--- src/pkg/pcpi_pkg.sv ---
package pcpi_pkg;

	// Word and bus widths
	localparam int WORD_W         = 20;
	localparam int ENH_W          = 8;
	localparam int BUS_W          = 8;

	// Sections of the counter word loaded by the three parallel strobes
	localparam int UPPER_LO       = 16;
	localparam int UPPER_W        = 4;
	localparam int MAIN_LO        = 8;
	localparam int LOW_LO         = 0;
	localparam int SECT_W         = 8;

	// Direct mode keeps only the bits below this position
	localparam int DIRECT_KEEP_W  = 16;

	// Reset values
	localparam logic [WORD_W-1:0] WORD_RST = 20'h00000;
	localparam logic [ENH_W-1:0]  ENH_RST  = 8'h00;

	// Enhancement byte, parallel bit 7 down to bit 0
	typedef struct packed {
		logic [2:0] reserved;
		logic       power_down;
		logic       counter_load;
		logic       mod_select_out;
		logic       prescaler_out;
		logic       output_disable;
	} pcpi_enh_s;

	// Single-bit pins that arrive from outside the clock domain
	typedef struct packed {
		logic upper_bits_strobe;
		logic main_div_strobe;
		logic low_bits_strobe;
		logic hop_strobe;
		logic enh_strobe;
		logic serial_commit;
		logic shift_clk;
		logic shift_data;
		logic direct_mode;
		logic serial_mode;
		logic enh_enable_n;
		logic serial_bank_select;
		logic parallel_bank_select;
		logic vco_div;
		logic ref_div;
		logic modulus_select;
		logic prescaler_raw;
	} pcpi_pins_s;

	typedef enum logic [1:0] {IF_PARALLEL, IF_SERIAL, IF_DIRECT} pcpi_mode_e;

	typedef enum logic [1:0] {PFD_IDLE, PFD_UP, PFD_DOWN} pcpi_pfd_e;

	function automatic pcpi_mode_e pcpi_decode_mode(input logic direct, input logic serial);
		if (direct)
			return IF_DIRECT;
		else if (serial)
			return IF_SERIAL;
		else
			return IF_PARALLEL;
	endfunction

endpackage

--- src/logic/pcpi_sync.sv ---
`timescale 1ns/1ps
module pcpi_sync
#(
	parameter int WIDTH = 1
)
(
	// Clock and reset
	input  wire logic             clk_in,
	input  wire logic             arst_n_in,
	// Asynchronous input and synchronised output
	input  wire logic [WIDTH-1:0] d_in,
	output logic      [WIDTH-1:0] q_out
);

	logic [WIDTH-1:0] meta_q;

	// The first stage feeds the second stage only
	always_ff @(posedge clk_in or negedge arst_n_in)
	begin
		if (!arst_n_in)
		begin
			meta_q <= '0;
			q_out  <= '0;
		end
		else
		begin
			meta_q <= d_in;
			q_out  <= meta_q;
		end
	end

endmodule

--- src/logic/pcpi_top.sv ---
`timescale 1ns/1ps
// Functional notes
// - Serial word shifts in, commit copies primary to secondary
// - Serial enhancement bits captured on strobe fall
// - Parallel enhancement byte latched on strobe rise
// - Enhancement byte field positions
// - Functions active high, reserved written zero
// - Power down stops all but programming
// - Counter load bit loads counters continuously
// - Modulus select shown on diagnostic output
// - Raw prescaler shown on diagnostic output
// - Phase detector acts on rising edges only
// - VCO leads: pump down pulses low
// - Reference leads: pump up pulses low
// - Pump pulse width follows phase difference
// - Up raises, down lowers VCO frequency
// - Lock filter is NAND of pumps
// - Lock detect is AND, open drain
// - Three strobes load three word sections
// - Bank select picks primary or secondary
// - Direct mode forces four upper bits zero
module pcpi_top
	import pcpi_pkg::*;
(
	// Clock and reset
	input  wire logic              CLOCK_IN,
	input  wire logic              ARST_N_IN,
	// Parallel bus and its strobes
	input  wire logic [BUS_W-1:0]  DATA_IN,
	input  wire logic              UPPER_BITS_STROBE_IN,
	input  wire logic              MAIN_DIV_STROBE_IN,
	input  wire logic              LOW_BITS_STROBE_IN,
	input  wire logic              HOP_STROBE_IN,
	input  wire logic              ENH_STROBE_IN,
	// Serial link
	input  wire logic              SERIAL_COMMIT_IN,
	input  wire logic              SHIFT_CLK_IN,
	input  wire logic              SHIFT_DATA_IN,
	// Direct word pins
	input  wire logic [WORD_W-1:0] DIRECT_WORD_IN,
	// Mode and bank selection
	input  wire logic              DIRECT_MODE_IN,
	input  wire logic              SERIAL_MODE_IN,
	input  wire logic              ENH_ENABLE_N_IN,
	input  wire logic              SERIAL_BANK_SELECT_IN,
	input  wire logic              PARALLEL_BANK_SELECT_IN,
	// Divided signals and prescaler taps
	input  wire logic              VCO_DIV_IN,
	input  wire logic              REF_DIV_IN,
	input  wire logic              MODULUS_SELECT_IN,
	input  wire logic              PRESCALER_RAW_IN,
	// Counter programming
	output logic      [WORD_W-1:0] COUNTER_WORD_OUT,
	// Phase detector and lock
	output logic                   PUMP_UP_N_OUT,
	output logic                   PUMP_DOWN_N_OUT,
	output logic                   LOCK_FILTER_OUT,
	output logic                   LOCK_DETECT_OUT,
	output logic                   LOCK_DETECT_OE_OUT,
	// Diagnostic and monitor outputs
	output logic                   DIAG_OUT,
	output logic                   VCO_MON_OUT,
	output logic                   REF_MON_OUT,
	output logic                   POWER_DOWN_OUT
);

	pcpi_pins_s        pins_raw;
	pcpi_pins_s        s;
	pcpi_pins_s        prev_q;
	pcpi_pins_s        rise;
	pcpi_pins_s        fall;
	logic [BUS_W-1:0]  data_s;
	logic [WORD_W-1:0] direct_s;
	pcpi_mode_e        mode;
	logic              enh_on;
	pcpi_enh_s         enh_q;
	pcpi_enh_s         eff;
	logic [ENH_W-1:0]  enh_shift_q;
	logic [WORD_W-1:0] primary_q;
	logic [WORD_W-1:0] secondary_q;
	logic [WORD_W-1:0] counter_d;
	logic              ser_word_shift;
	logic              ser_enh_shift;
	logic              enh_load;
	logic              commit;
	logic              bank;
	pcpi_pfd_e         pfd_q;
	pcpi_pfd_e         pfd_d;
	logic              diag_d;
	logic              mon_off;

	// Concatenation order must match the field order of the pin struct
	assign pins_raw = {UPPER_BITS_STROBE_IN, MAIN_DIV_STROBE_IN, LOW_BITS_STROBE_IN,
		HOP_STROBE_IN, ENH_STROBE_IN, SERIAL_COMMIT_IN, SHIFT_CLK_IN, SHIFT_DATA_IN,
		DIRECT_MODE_IN, SERIAL_MODE_IN, ENH_ENABLE_N_IN, SERIAL_BANK_SELECT_IN,
		PARALLEL_BANK_SELECT_IN, VCO_DIV_IN, REF_DIV_IN, MODULUS_SELECT_IN, PRESCALER_RAW_IN};

	// Data and strobes share the same latency, so a strobe edge sees the bus it qualified
	pcpi_sync #(.WIDTH($bits(pcpi_pins_s))) u_sync_pins
	(
		.clk_in    (CLOCK_IN),
		.arst_n_in (ARST_N_IN),
		.d_in      (pins_raw),
		.q_out     (s)
	);

	pcpi_sync #(.WIDTH(BUS_W)) u_sync_data
	(
		.clk_in    (CLOCK_IN),
		.arst_n_in (ARST_N_IN),
		.d_in      (DATA_IN),
		.q_out     (data_s)
	);

	pcpi_sync #(.WIDTH(WORD_W)) u_sync_direct
	(
		.clk_in    (CLOCK_IN),
		.arst_n_in (ARST_N_IN),
		.d_in      (DIRECT_WORD_IN),
		.q_out     (direct_s)
	);

	always_ff @(posedge CLOCK_IN or negedge ARST_N_IN)
	begin
		if (!ARST_N_IN)
			prev_q <= '0;
		else
			prev_q <= s;
	end

	assign rise   = s & ~prev_q;
	assign fall   = ~s & prev_q;
	assign mode   = pcpi_decode_mode(s.direct_mode, s.serial_mode);
	assign enh_on = !s.enh_enable_n;
	// Functions act only while enabled; reserved bits never steer anything
	assign eff    = enh_on ? enh_q : pcpi_enh_s'(ENH_RST);

	assign ser_word_shift = (mode == IF_SERIAL) && rise.shift_clk && !s.enh_strobe
		&& !s.serial_commit;
	assign ser_enh_shift  = (mode == IF_SERIAL) && rise.shift_clk && s.enh_strobe
		&& !s.serial_commit;

	// Primary word: first serial bit ends at the top, last at the bottom
	always_ff @(posedge CLOCK_IN or negedge ARST_N_IN)
	begin
		if (!ARST_N_IN)
			primary_q <= WORD_RST;
		else if (ser_word_shift)
			primary_q <= {primary_q[WORD_W-2:0], s.shift_data};
		else if (mode == IF_PARALLEL)
		begin
			if (rise.upper_bits_strobe)
				primary_q[UPPER_LO +: UPPER_W] <= data_s[UPPER_W-1:0];
			if (rise.main_div_strobe)
				primary_q[MAIN_LO +: SECT_W] <= data_s;
			if (rise.low_bits_strobe)
				primary_q[LOW_LO +: SECT_W] <= data_s;
		end
	end

	// Counter load makes the secondary track the primary with no commit strobe
	assign commit = (rise.hop_strobe && mode != IF_DIRECT)
		|| (rise.serial_commit && mode == IF_SERIAL)
		|| eff.counter_load;

	always_ff @(posedge CLOCK_IN or negedge ARST_N_IN)
	begin
		if (!ARST_N_IN)
			secondary_q <= WORD_RST;
		else if (commit)
			secondary_q <= primary_q;
	end

	always_ff @(posedge CLOCK_IN or negedge ARST_N_IN)
	begin
		if (!ARST_N_IN)
			enh_shift_q <= ENH_RST;
		else if (ser_enh_shift)
			enh_shift_q <= {enh_shift_q[ENH_W-2:0], s.shift_data};
	end

	// Double buffer keeps the controls still while bits are being shifted
	assign enh_load = ((mode == IF_SERIAL) && fall.enh_strobe)
		|| ((mode == IF_PARALLEL) && rise.enh_strobe && enh_on);

	always_ff @(posedge CLOCK_IN or negedge ARST_N_IN)
	begin
		if (!ARST_N_IN)
			enh_q <= pcpi_enh_s'(ENH_RST);
		else if (enh_load)
			enh_q <= pcpi_enh_s'((mode == IF_SERIAL) ? enh_shift_q : data_s);
	end

	assign bank = (mode == IF_SERIAL) ? s.serial_bank_select : s.parallel_bank_select;

	always_comb
	begin
		if (mode == IF_DIRECT)
			counter_d = {{(WORD_W-DIRECT_KEEP_W){1'b0}}, direct_s[DIRECT_KEEP_W-1:0]};
		else if (bank)
			counter_d = primary_q;
		else
			counter_d = secondary_q;
	end

	// Programming stays live during power down; only the loop side stops
	always_ff @(posedge CLOCK_IN or negedge ARST_N_IN)
	begin
		if (!ARST_N_IN)
			COUNTER_WORD_OUT <= WORD_RST;
		else
			COUNTER_WORD_OUT <= counter_d;
	end

	// Phase detector: a pulse lasts from the leading edge to the lagging one
	always_comb
	begin
		pfd_d = pfd_q;
		if (eff.power_down)
			pfd_d = PFD_IDLE;
		else
		begin
			case (pfd_q)
				PFD_IDLE:
				begin
					if (rise.ref_div && !rise.vco_div)
						pfd_d = PFD_UP;
					else if (rise.vco_div && !rise.ref_div)
						pfd_d = PFD_DOWN;
				end
				PFD_UP:
				begin
					if (rise.vco_div)
						pfd_d = PFD_IDLE;
				end
				PFD_DOWN:
				begin
					if (rise.ref_div)
						pfd_d = PFD_IDLE;
				end
				default:
					pfd_d = PFD_IDLE;
			endcase
		end
	end

	always_ff @(posedge CLOCK_IN or negedge ARST_N_IN)
	begin
		if (!ARST_N_IN)
			pfd_q <= PFD_IDLE;
		else
			pfd_q <= pfd_d;
	end

	// Up drives the loop toward a higher VCO frequency, down toward a lower one
	always_ff @(posedge CLOCK_IN or negedge ARST_N_IN)
	begin
		if (!ARST_N_IN)
		begin
			PUMP_UP_N_OUT      <= 1'b1;
			PUMP_DOWN_N_OUT    <= 1'b1;
			LOCK_FILTER_OUT    <= 1'b0;
			LOCK_DETECT_OUT    <= 1'b1;
			LOCK_DETECT_OE_OUT <= 1'b0;
		end
		else
		begin
			PUMP_UP_N_OUT      <= (pfd_d != PFD_UP);
			PUMP_DOWN_N_OUT    <= (pfd_d != PFD_DOWN);
			LOCK_FILTER_OUT    <= (pfd_d != PFD_IDLE);
			LOCK_DETECT_OUT    <= (pfd_d == PFD_IDLE);
			LOCK_DETECT_OE_OUT <= (pfd_d != PFD_IDLE);
		end
	end

	// Modulus select wins when both diagnostic bits are set
	always_comb
	begin
		if (eff.power_down)
			diag_d = 1'b0;
		else if (eff.mod_select_out)
			diag_d = s.modulus_select;
		else if (eff.prescaler_out)
			diag_d = s.prescaler_raw;
		else
			diag_d = 1'b0;
	end

	assign mon_off = eff.output_disable || eff.power_down;

	always_ff @(posedge CLOCK_IN or negedge ARST_N_IN)
	begin
		if (!ARST_N_IN)
		begin
			DIAG_OUT       <= 1'b0;
			VCO_MON_OUT    <= 1'b0;
			REF_MON_OUT    <= 1'b0;
			POWER_DOWN_OUT <= 1'b0;
		end
		else
		begin
			DIAG_OUT       <= diag_d;
			VCO_MON_OUT    <= s.vco_div && !mon_off;
			REF_MON_OUT    <= s.ref_div && !mon_off;
			POWER_DOWN_OUT <= eff.power_down;
		end
	end
endmodule

--- config.mk ---
export PLATFORM = sky130hd
export DESIGN_NAME = pcpi_top
export DESIGN_NICKNAME = d
export VERILOG_FILES = /design/src/pkg/pcpi_pkg.sv /design/src/logic/pcpi_sync.sv /design/src/logic/pcpi_top.sv
export SDC_FILE = /design/constraint.sdc
export NUM_CORES = 1
export LEC_CHECK = 0
export ABC_AREA = 1
export BUFFER_PORTS_ARGS = -buffer_cell sky130_fd_sc_hd__buf_2
export CAP_MARGIN = 20
export CORE_UTILIZATION = 42
export DETAILED_ROUTE_END_ITERATION = 10
export PLACE_DENSITY_LB_ADDON = 0.08
export SLEW_MARGIN = 5
export SYNTH_ARGS = -nofsm -noshare
export SYNTH_HDL_FRONTEND = slang
export SYNTH_SLANG_ARGS = --single-unit
--- constraint.sdc ---
create_clock -name CLOCK_IN -period 3.4 [get_ports CLOCK_IN]
set_clock_uncertainty 0.15 [all_clocks]
set_input_delay 0.34 -clock CLOCK_IN [delete_from_list [all_inputs] [get_ports CLOCK_IN]]
set_output_delay 0.34 -clock CLOCK_IN [all_outputs]
set_load 0.005 [all_outputs]
After elaboration in Yosys (flattened, before gate mapping):

Cells that the tools add are included.

* output and inout port bits: 29
* bits in registers: 182
* input bits: 47
* word-level logic and storage cells: 110

* equal/unequal tests: 7
* reductions and logical operators: 35
* multiplexer cells: 21
* bitwise logic cells: 4

Operator list (count)
* two-way mux 20 bit: 4
* two-way mux 8 bit: 3
* bitwise AND 17 bit: 1
* inverter 17 bit: 1
* logical AND 1 bit: 14
* bitwise AND 13 bit: 1
* inverter 13 bit: 1
* two-way mux 2 bit: 6
* nonzero test 2 bit: 5
* zero test 1 bit: 6
* zero test 2 bit: 3
* one-hot mux 2 bit (3 select lines): 1
* AND reduction 2 bit: 3
* two-way mux 1 bit: 5
* two-way mux 5 bit: 1
* == test 2 x 1 -> 1 bit (second input constant): 2
* == test 2 bit (second input constant): 2
* logical OR 1 bit: 4
* two-way mux 4 bit: 1
* inequality test 2 bit (second input constant): 2
* inequality test 2 x 1 -> 1 bit (second input constant): 1

Longest topological paths before layout:

Gate-level depths: netlist (run 1).

* depth in word-level cells: 9
* mapped depth: 9
* depth with buffers taken out: 7

By module:

A second synthesis (run 1) with hierarchy kept.

* cells, all modules: 560
* area total of the unflattened synthesis: 6172.2 sq um

Modules (own cells, without submodules)
* pcpi_top: cells an instance 470, area an instance 3920.0 sq um, seq. area each 2230.9 sq um, instances 1
* pcpi_sync at u_sync_direct: cells an instance 40, area an instance 1001.0 sq um, seq. area each 1001.0 sq um, instances 1
* pcpi_sync at u_sync_pins: cells an instance 34, area an instance 850.8 sq um, seq. area each 850.8 sq um, instances 1
* pcpi_sync at u_sync_data: cells an instance 16, area an instance 400.4 sq um, seq. area each 400.4 sq um, instances 1

Least setup slack after synthesis (run 1):

Ideal clock, no wire load.

* path kind: flip-flop to flip-flop
* start: register u_sync_pins.q_out[8]
* end: register COUNTER_WORD_OUT[10]
* buffers on the path: 2
* period minus slack after synthesis: 1420 ps
* arrival: 1152 ps
* setup time: 118 ps
* stages on the path, launching flop included: 9
* slack: 1980 ps
* data required time: 3132 ps
* cells stage by stage: dfrtp_1 > buf_4 > inv_4 > nand2_2 > nand2_2 > buf_2 > nand3_1 > nand3_1 > nand2_1

* cells in the longest elaborated chain, start to end: 5
* elaborated cells between the ends (all ways): 6
* classes of those cells: eq/ne: 2; mux: 4

Ends and longest elaborated chain
* from (decl): RTL line pcpi_sync.sv:12 `output logic [WIDTH-1:0] q_out`
* from (signal assigned): RTL line pcpi_sync.sv:28 `q_out <= meta_q;`
* two-way mux 2 bit *: RTL line pcpi_pkg.sv:58 `if (direct)`
* == test 2 x 1 -> 1 bit: RTL line pcpi_top.sv:194 `assign bank = (mode == IF_SERIAL) ? s.serial_bank_select : s.parallel_bank_select;`
* two-way mux 1 bit: RTL line pcpi_top.sv:194
* two-way mux 20 bit: RTL line pcpi_top.sv:200 `else if (bank)`
* two-way mux 20 bit *: RTL line pcpi_top.sv:198 `if (mode == IF_DIRECT)`
* named net counter_d[10]: RTL line pcpi_top.sv:81 `logic [WORD_W-1:0] counter_d;`
* to (signal assigned): RTL line pcpi_top.sv:212 `COUNTER_WORD_OUT <= counter_d;`
* to (decl): RTL line pcpi_top.sv:53 `output logic [WORD_W-1:0] COUNTER_WORD_OUT,`

The timed path passes the listed nets; every way through them passes the cells marked *.
A chain may end at the register's enable or synchronous reset.

Worst setup path after layout (run 1):

* start: register u_sync_pins.q_out[8]
* end: register COUNTER_WORD_OUT[16]

The elaborated chain is that of the path after synthesis.

==> reports/metrics.yaml, run 1 <==
synth.most_common_cell: "dfrtp_1"
tns_ns: 0
netlist_instances: 550
required_ns: 3.58
grt_max_degree: 72
root_buffer: "clkbuf_16"
finalCritPeriodShare_pct: 60.49
slew_headroom_pct: 47.80
cts_buffer_depth: 2
crit_type: "flip-flop to flip-flop"
routedWlPerCell_um: 12.94
p_leak_nw: 3.758
finalMaxSlewViolations: 0
totalWireLength_um: 11170
synth_common_cells: "dfrtp_1, nand3_1, nand2_1"
layout_min_cycle_time_ns: 2.057
grt_setup_unrepaired: "false"
synth_ff_type: "dfrtp_1"
synth_area_leaders: "dfrtp_1, nand3_1, nand2_1"
route.vias.total: 4015
dieArea_um2: 14730
dp_slack_ns: 1.337
synth_edf_count: 0
critPathLaunchType: "flip-flop"
synth_seq_cells: 171
clk_pin_slew_ns: 0.07
syn_area_um2: 5983
pin_count: 76
hp-class: "flip-flop to flip-flop"
async_flop_share_pct: 100.0
synth.distinct_cells: 23
end_kind: "flip-flop"
worstMarginPinSlew_ns: 0.7811
start_util_pct: 43.10
drc: 0
clkSinkCount: 171
crit_fanout: 20
synth_largest_area_cell: "dfrtp_1"
maxCapViolCount: 0
setup_slack_ns: 1.343
grt_overflow: 0
grt_usage_pct: 17.46
vias_per_cell: 4.652
powerDensity_nw_per_um2: 647.3
cts_tree: "yes"
core_um2: 13880
die_h_um: 121.4
avgSynthCellArea_um2: 10.88
antennaDiodeCount: 0
die_w_um: 121.4
layout.nets: 717
gp_congestion: 0.7672
timing.final.hold_violations: 0
drive_above_1_share_pct: 18.16
crit_arrival_ns: 2.24
synth_top_area_share_pct: 70.26
grt_pass1_vias: 3813
syn_to_final_growth_pct: 26.50
cts_buffers: 17
yosysSeqAreaShare_pct: 71.58
dp_hpwl_um: 6860
drt_iter0_drc: 243
grt_pass1_wl_um: 19220
io_buffers: 71
ant_nets: 0
clkLatencyLatePin_ns: 0.43
num_rows: 43
irDropWorstVdd_mv: 0.3433
synth_fp_nets: 597
antenna_found_initial: 0
yosys_warnings: 0
drt_pass1_iterations: 4
status: "complete, no violations"
fmax_mhz: 486.2
setup_violations: 0
cts_max_level: 4
final cells by class:
class | instances | area (µm²)
Fill cell | 1239 | 6312
Sequential cell | 171 | 4283
Inverter | 63 | 239.0
Timing Repair Buffer | 123 | 869.6
Multi-Input combinational cell | 294 | 1345
Clock inverter | 11 | 146.4
Tap cell | 180 | 225.2
Clock buffer | 21 | 460.4
critical path: stages, from the launching register on:
cell and delay (ns):
dfrtp_1 0.40, inv_4 0.19, nand3_2 0.08, buf_4 0.21, nand2_1 0.60, nand2_1 0.11
a21oi_1 0.22
placed cells by master, fill, tap and decap left out:
cell	count
dfrtp_1	168
nand3_2	3
nor2_1	12
o21ai_1	12
nor4_1	1
a21oi_1	5
buf_4	9
buf_6	1
nand4_1	1
nor2_4	1
buf_12	1
inv_4	1
clkinvlp_4	2
inv_1	61
nand2_2	2
nand3_1	122
nor2_2	2
o21ai_0	17
nor3_1	1
dfstp_2	3
dlygate4sd3_1	42
bufinv_16	3
nand3b_1	1
nand2_1	114
inv_2	1
clkinv_4	3
clkbuf_1	2
clkbuf_8	2
clkinv_2	3
clkbuf_16	17
buf_2	70
power by group:
group          internal [mW]  total [mW]  switching [mW]
combinational          0.232       0.528           0.296
sequential              2.29        2.42           0.132
clock                   1.19        1.95           0.755
stage by stage:
step / instance area (µm²) / power, mW / util (%) / instances / hold WS [ns]
floorplan: 5983 / 2.746 / - / 550 / -0.1056
global placement: 6541 / 2.940 / 47.12 / 789 / 0.1815
detailed placement: 6541 / 2.958 / 47.12 / 789 / 0.1847
CTS: 7569 / 4.952 / 54.53 / 863 / 0.1946
global route: 7569 / 5.171 / 54.53 / 863 / 0.2054
finish: 7569 / 4.899 / 54.53 / 863 / 0.1950
timing repair:
action                                 CTS  global route
hold buffers                            42             0
buffers inserted                         0             0
gates resized for setup                  0             0
endpoints found under the hold margin  106             0
path summary, 6_finish.rpt:
kind / startpoint / end / slack, ns / cells after the start
min in group asynchronous: ARST_N_IN / prev_q[3] / 0.35 / 2
setup / recovery: u_sync_pins.q_out[8] / COUNTER_WORD_OUT[16] / 1.34 / 6
hold reg to reg: u_sync_pins.meta_q[0] / u_sync_pins.q_out[0] / 0.20 / 0
hold / removal: u_sync_pins.meta_q[0] / u_sync_pins.q_out[0] / 0.20 / 0
max in group asynchronous: ARST_N_IN / u_sync_direct.meta_q[14] / 1.92 / 3
setup reg to reg: u_sync_pins.q_out[8] / COUNTER_WORD_OUT[16] / 1.34 / 6
metal layers:
metal  up-vias  GRT usage (%)  wire length [µm]
met5         -              0                 0
met4         0          8.565               235
met1      1887          24.76              5260
met3        20          3.947               656
li1       1995              -                 -
met2       113          25.25              5015
cell families (layout without fill, tap and decap cells):
family	Yosys count	in the layout	synth area share [%]
buffers and inverters	85	218	5.939
and+or+nand+nor	260	260	19.64
AOI/OAI and AO/OA	34	34	2.844
DFF	171	171	71.58
flip-flops by register name, indices dropped and copies added (netlist names), 8 cells and up:
signal / cells
u_sync_pins.meta_q: 17
u_sync_direct.q_out: 16
u_sync_direct.meta_q: 16
u_sync_pins.q_out: 17
secondary_q: 20
primary_q: 20
u_sync_data.q_out: 8
prev_q: 9
u_sync_data.meta_q: 8
COUNTER_WORD_OUT: 20
(Power assumes the default switching activity.)
==> run 2, diff against run 1 <==
--- a/config.mk
+++ b/config.mk
@@ -5,7 +5,7 @@
 export SDC_FILE = /design/constraint.sdc
 export NUM_CORES = 1
 export LEC_CHECK = 0
-export ABC_AREA = 1
+export ABC_AREA = 0
 export BUFFER_PORTS_ARGS = -buffer_cell sky130_fd_sc_hd__buf_2
 export CAP_MARGIN = 20
 export CORE_UTILIZATION = 42
==> constraint.sdc (replaced) <==
create_clock -name CLOCK_IN -period 1.8 [get_ports CLOCK_IN]
set_clock_uncertainty 0.15 [all_clocks]
set_input_delay 0.18 -clock CLOCK_IN [delete_from_list [all_inputs] [get_ports CLOCK_IN]]
set_output_delay 0.18 -clock CLOCK_IN [all_outputs]
set_load 0.005 [all_outputs]
==> reports/metrics.yaml, run 2 <==
synth.distinct_cells: 34
die_w_um: 119.9
final_cell_mix: "dfrtp_1, buf_2, mux2i_1"
seqPwrFrac_pct: 50.1
layout.nets: 567
reg2reg_to: "secondary_q[18]"
antenna_found_initial: 0
start_util_pct: 43.56
grt_usage_pct: 15.62
core_um2: 13400
status: "complete, no violations"
use_met1_pct: 20.63
crit_fanout: 20
met3_usage_pct: 5.418
clkLatencyLatePin_ns: 0.42
reg2reg_depth: 5
routedWlPerCell_um: 14.39
grt_setup_unrepaired: "true"
route.vias.total: 3240
dieArea_um2: 14370
synth_ff_type: "dfrtp_1"
num_rows: 42
vias_per_cell: 4.570
synth_fp_nets: 427
switching_share_pct: 24.04
total_power_mw: 9.535
timing.final.hold_violations: 0
gp_congestion: 0.7168
p_leak_nw: 3.532
antennaDiodeCount: 0
synth_edf_count: 0
clock_power_share_pct: 37.1
powerDensity_nw_per_um2: 1239
timing.hold.ws_ns: 0.04905
grt_overflow: 0
worstMarginPinSlew_ns: 0.4571
drc: 0
cts_tree: "yes"
syn_area_um2: 5837
critPathLaunchType: "flip-flop"
crit_path_start: "u_sync_pins.q_out[7]"
fmax_mhz: 565.9
design_area_um2: 7697
final_common_cell: "dfrtp_1"
reg_top3: "COUNTER_WORD_OUT: 20 flops, primary_q: 20 flops, secondary_q: 20 flops"
synth.most_common_cell: "dfrtp_1"
drt_pass1_iterations: 4
ant_nets: 0
finalCritPeriodShare_pct: 98.18
end_kind: "flip-flop"
placed_area_um2: 6540
grt_busiest_layer: "met2"
grt_pass1_wl_um: 16550
dp_hpwl_um: 6059
syn_to_final_growth_pct: 31.88
synth_largest_area_cell: "dfrtp_1"
slew_headroom_pct: 69.46
required_ns: 1.95
yosys_warnings: 0
cts_max_level: 4
grt_pass1_vias: 3317
p_switching_mw: 2.292
reg2reg_slack_ns: 0.03
crit_arrival_ns: 1.92
p_comb_share_pct: 12.8
synth_common_cells: "dfrtp_1, mux2i_1, nand2_1"
synth_top_area_share_pct: 72.03
yosysSeqAreaShare_pct: 73.38
cts_buffers: 17
drive_above_1_share_pct: 30.58
crit_type: "flip-flop to flip-flop"
r2r-start: "u_sync_pins.q_out[7]"
layout_min_cycle_time_ns: 1.767
grtUsageMet2_pct: 23.63
drt_iter0_drc: 178
io_buffers: 71
totalWireLength_um: 10200
synth_area_leaders: "dfrtp_1, mux2i_1, mux2_4"
synth_seq_cells: 171
clk_pin_slew_ns: 0.06
finalMaxSlewViolations: 0
internal_power_mw: 7.243
maxCapViolCount: 0
avgSynthCellArea_um2: 15.36
pin_count: 76
cts_buffer_depth: 2
irDropWorstVdd_mv: 0.6795
die_h_um: 119.9
clkSinkCount: 171
async_flop_share_pct: 100.0
root_buffer: "clkbuf_16"
netlist_instances: 380
grt_max_degree: 51
setup_violations: 0
hp-class: "input pin to async pin"
endpoint: "secondary_q[18]"
==> run 2: changes by cell type in the layout (fill, tap and decap cells not counted), moves of 5 or more <==
cell,previous run,this run
nand3_1,122,0
nand2_1,114,40
inv_1,61,4
mux2i_1,0,44
mux2_4,0,18
buf_6,1,8
clkinvlp_4,2,8
o21ai_1,12,18
buf_12,1,6
mux2_2,0,5
==> run 2: through the flow <==
stage / util [%] / setup TNS, ns / setup slack [ns] / std cells
finish: 57.44 / 0 / 0.03277 / 709
global route: 57.44 / -0.2157 / -0.02911 / 709
CTS: 56.31 / 0 / 0.01106 / 703
detailed placement: 48.80 / 0 / 0.02593 / 629
global placement: 48.80 / 0 / 0.01449 / 629
floorplan: - / 0 / 0.002829 / 380
==> run 2: critical path, stage by stage, from the launching register on <==
cell and delay (ns):
dfrtp_1 0.38, nor2b_4 0.14, buf_6 0.12, a311oi_4 0.28, buf_12 0.24, mux2_1 0.33
==> run 2: area by class of cell <==
type / instances / area [µm²]
Fill cell: 1100 / 5703
Sequential cell: 171 / 4283
Multi-Input combinational cell: 190 / 1503
Timing Repair Buffer: 136 / 1091
Clock buffer: 19 / 442.9
Tap cell: 176 / 220.2
Clock inverter: 13 / 142.6
Inverter: 4 / 15.01
==> run 2: kinds of logic after synthesis <==
family                    count (synthesis)  share of synthesized area (%)
AOI/OAI and AO/OA                        47                          4.631
buffers and inverters                    20                          2.143
xor gates and xnor gates                  1                         0.1501
and+or+nand+nor                          70                          5.766
muxes                                    71                          13.93
DFF                                     171                          73.38
==> run 2: repair_timing <==
item,in CTS,in global routing
hold buffers,42,0
hold endpoints to repair,209,0
resized for setup,0,16
setup buffers,0,1
setup endpoints to repair,0,56
==> run 2: power by group through the flow <==
stage	Combinational (mW)	Clock (mW)	Sequential, mW
floorplan	0.755	0	4.76
global placement	1.12	0	4.82
detailed placement	1.15	0	4.84
CTS	1.22	3.65	4.77
global route	1.37	3.82	4.85
finish	1.22	3.54	4.77
==> run 2: worst min-delay path by stage <==
stage | start | end | slack (ns) | cells after the start
finish | ARST_N_IN | u_sync_direct.q_out[12] | 0.05 | 2
global route | ARST_N_IN | u_sync_direct.q_out[11] | 0.06 | 2
CTS | ARST_N_IN | u_sync_direct.q_out[15] | 0.03 | 2
detailed placement | ARST_N_IN | u_sync_direct.q_out[12] | -0.08 | 1
global placement | ARST_N_IN | COUNTER_WORD_OUT[14] | -0.09 | 1
floorplan | ARST_N_IN | COUNTER_WORD_OUT[0] | -0.27 | 0
==> run 2: routing by layer <==
layer,part of all wire (%),routed length (µm)
met3,3.4,346
met5,0,0
met2,48,4883
met1,47,4818
met4,1.5,153
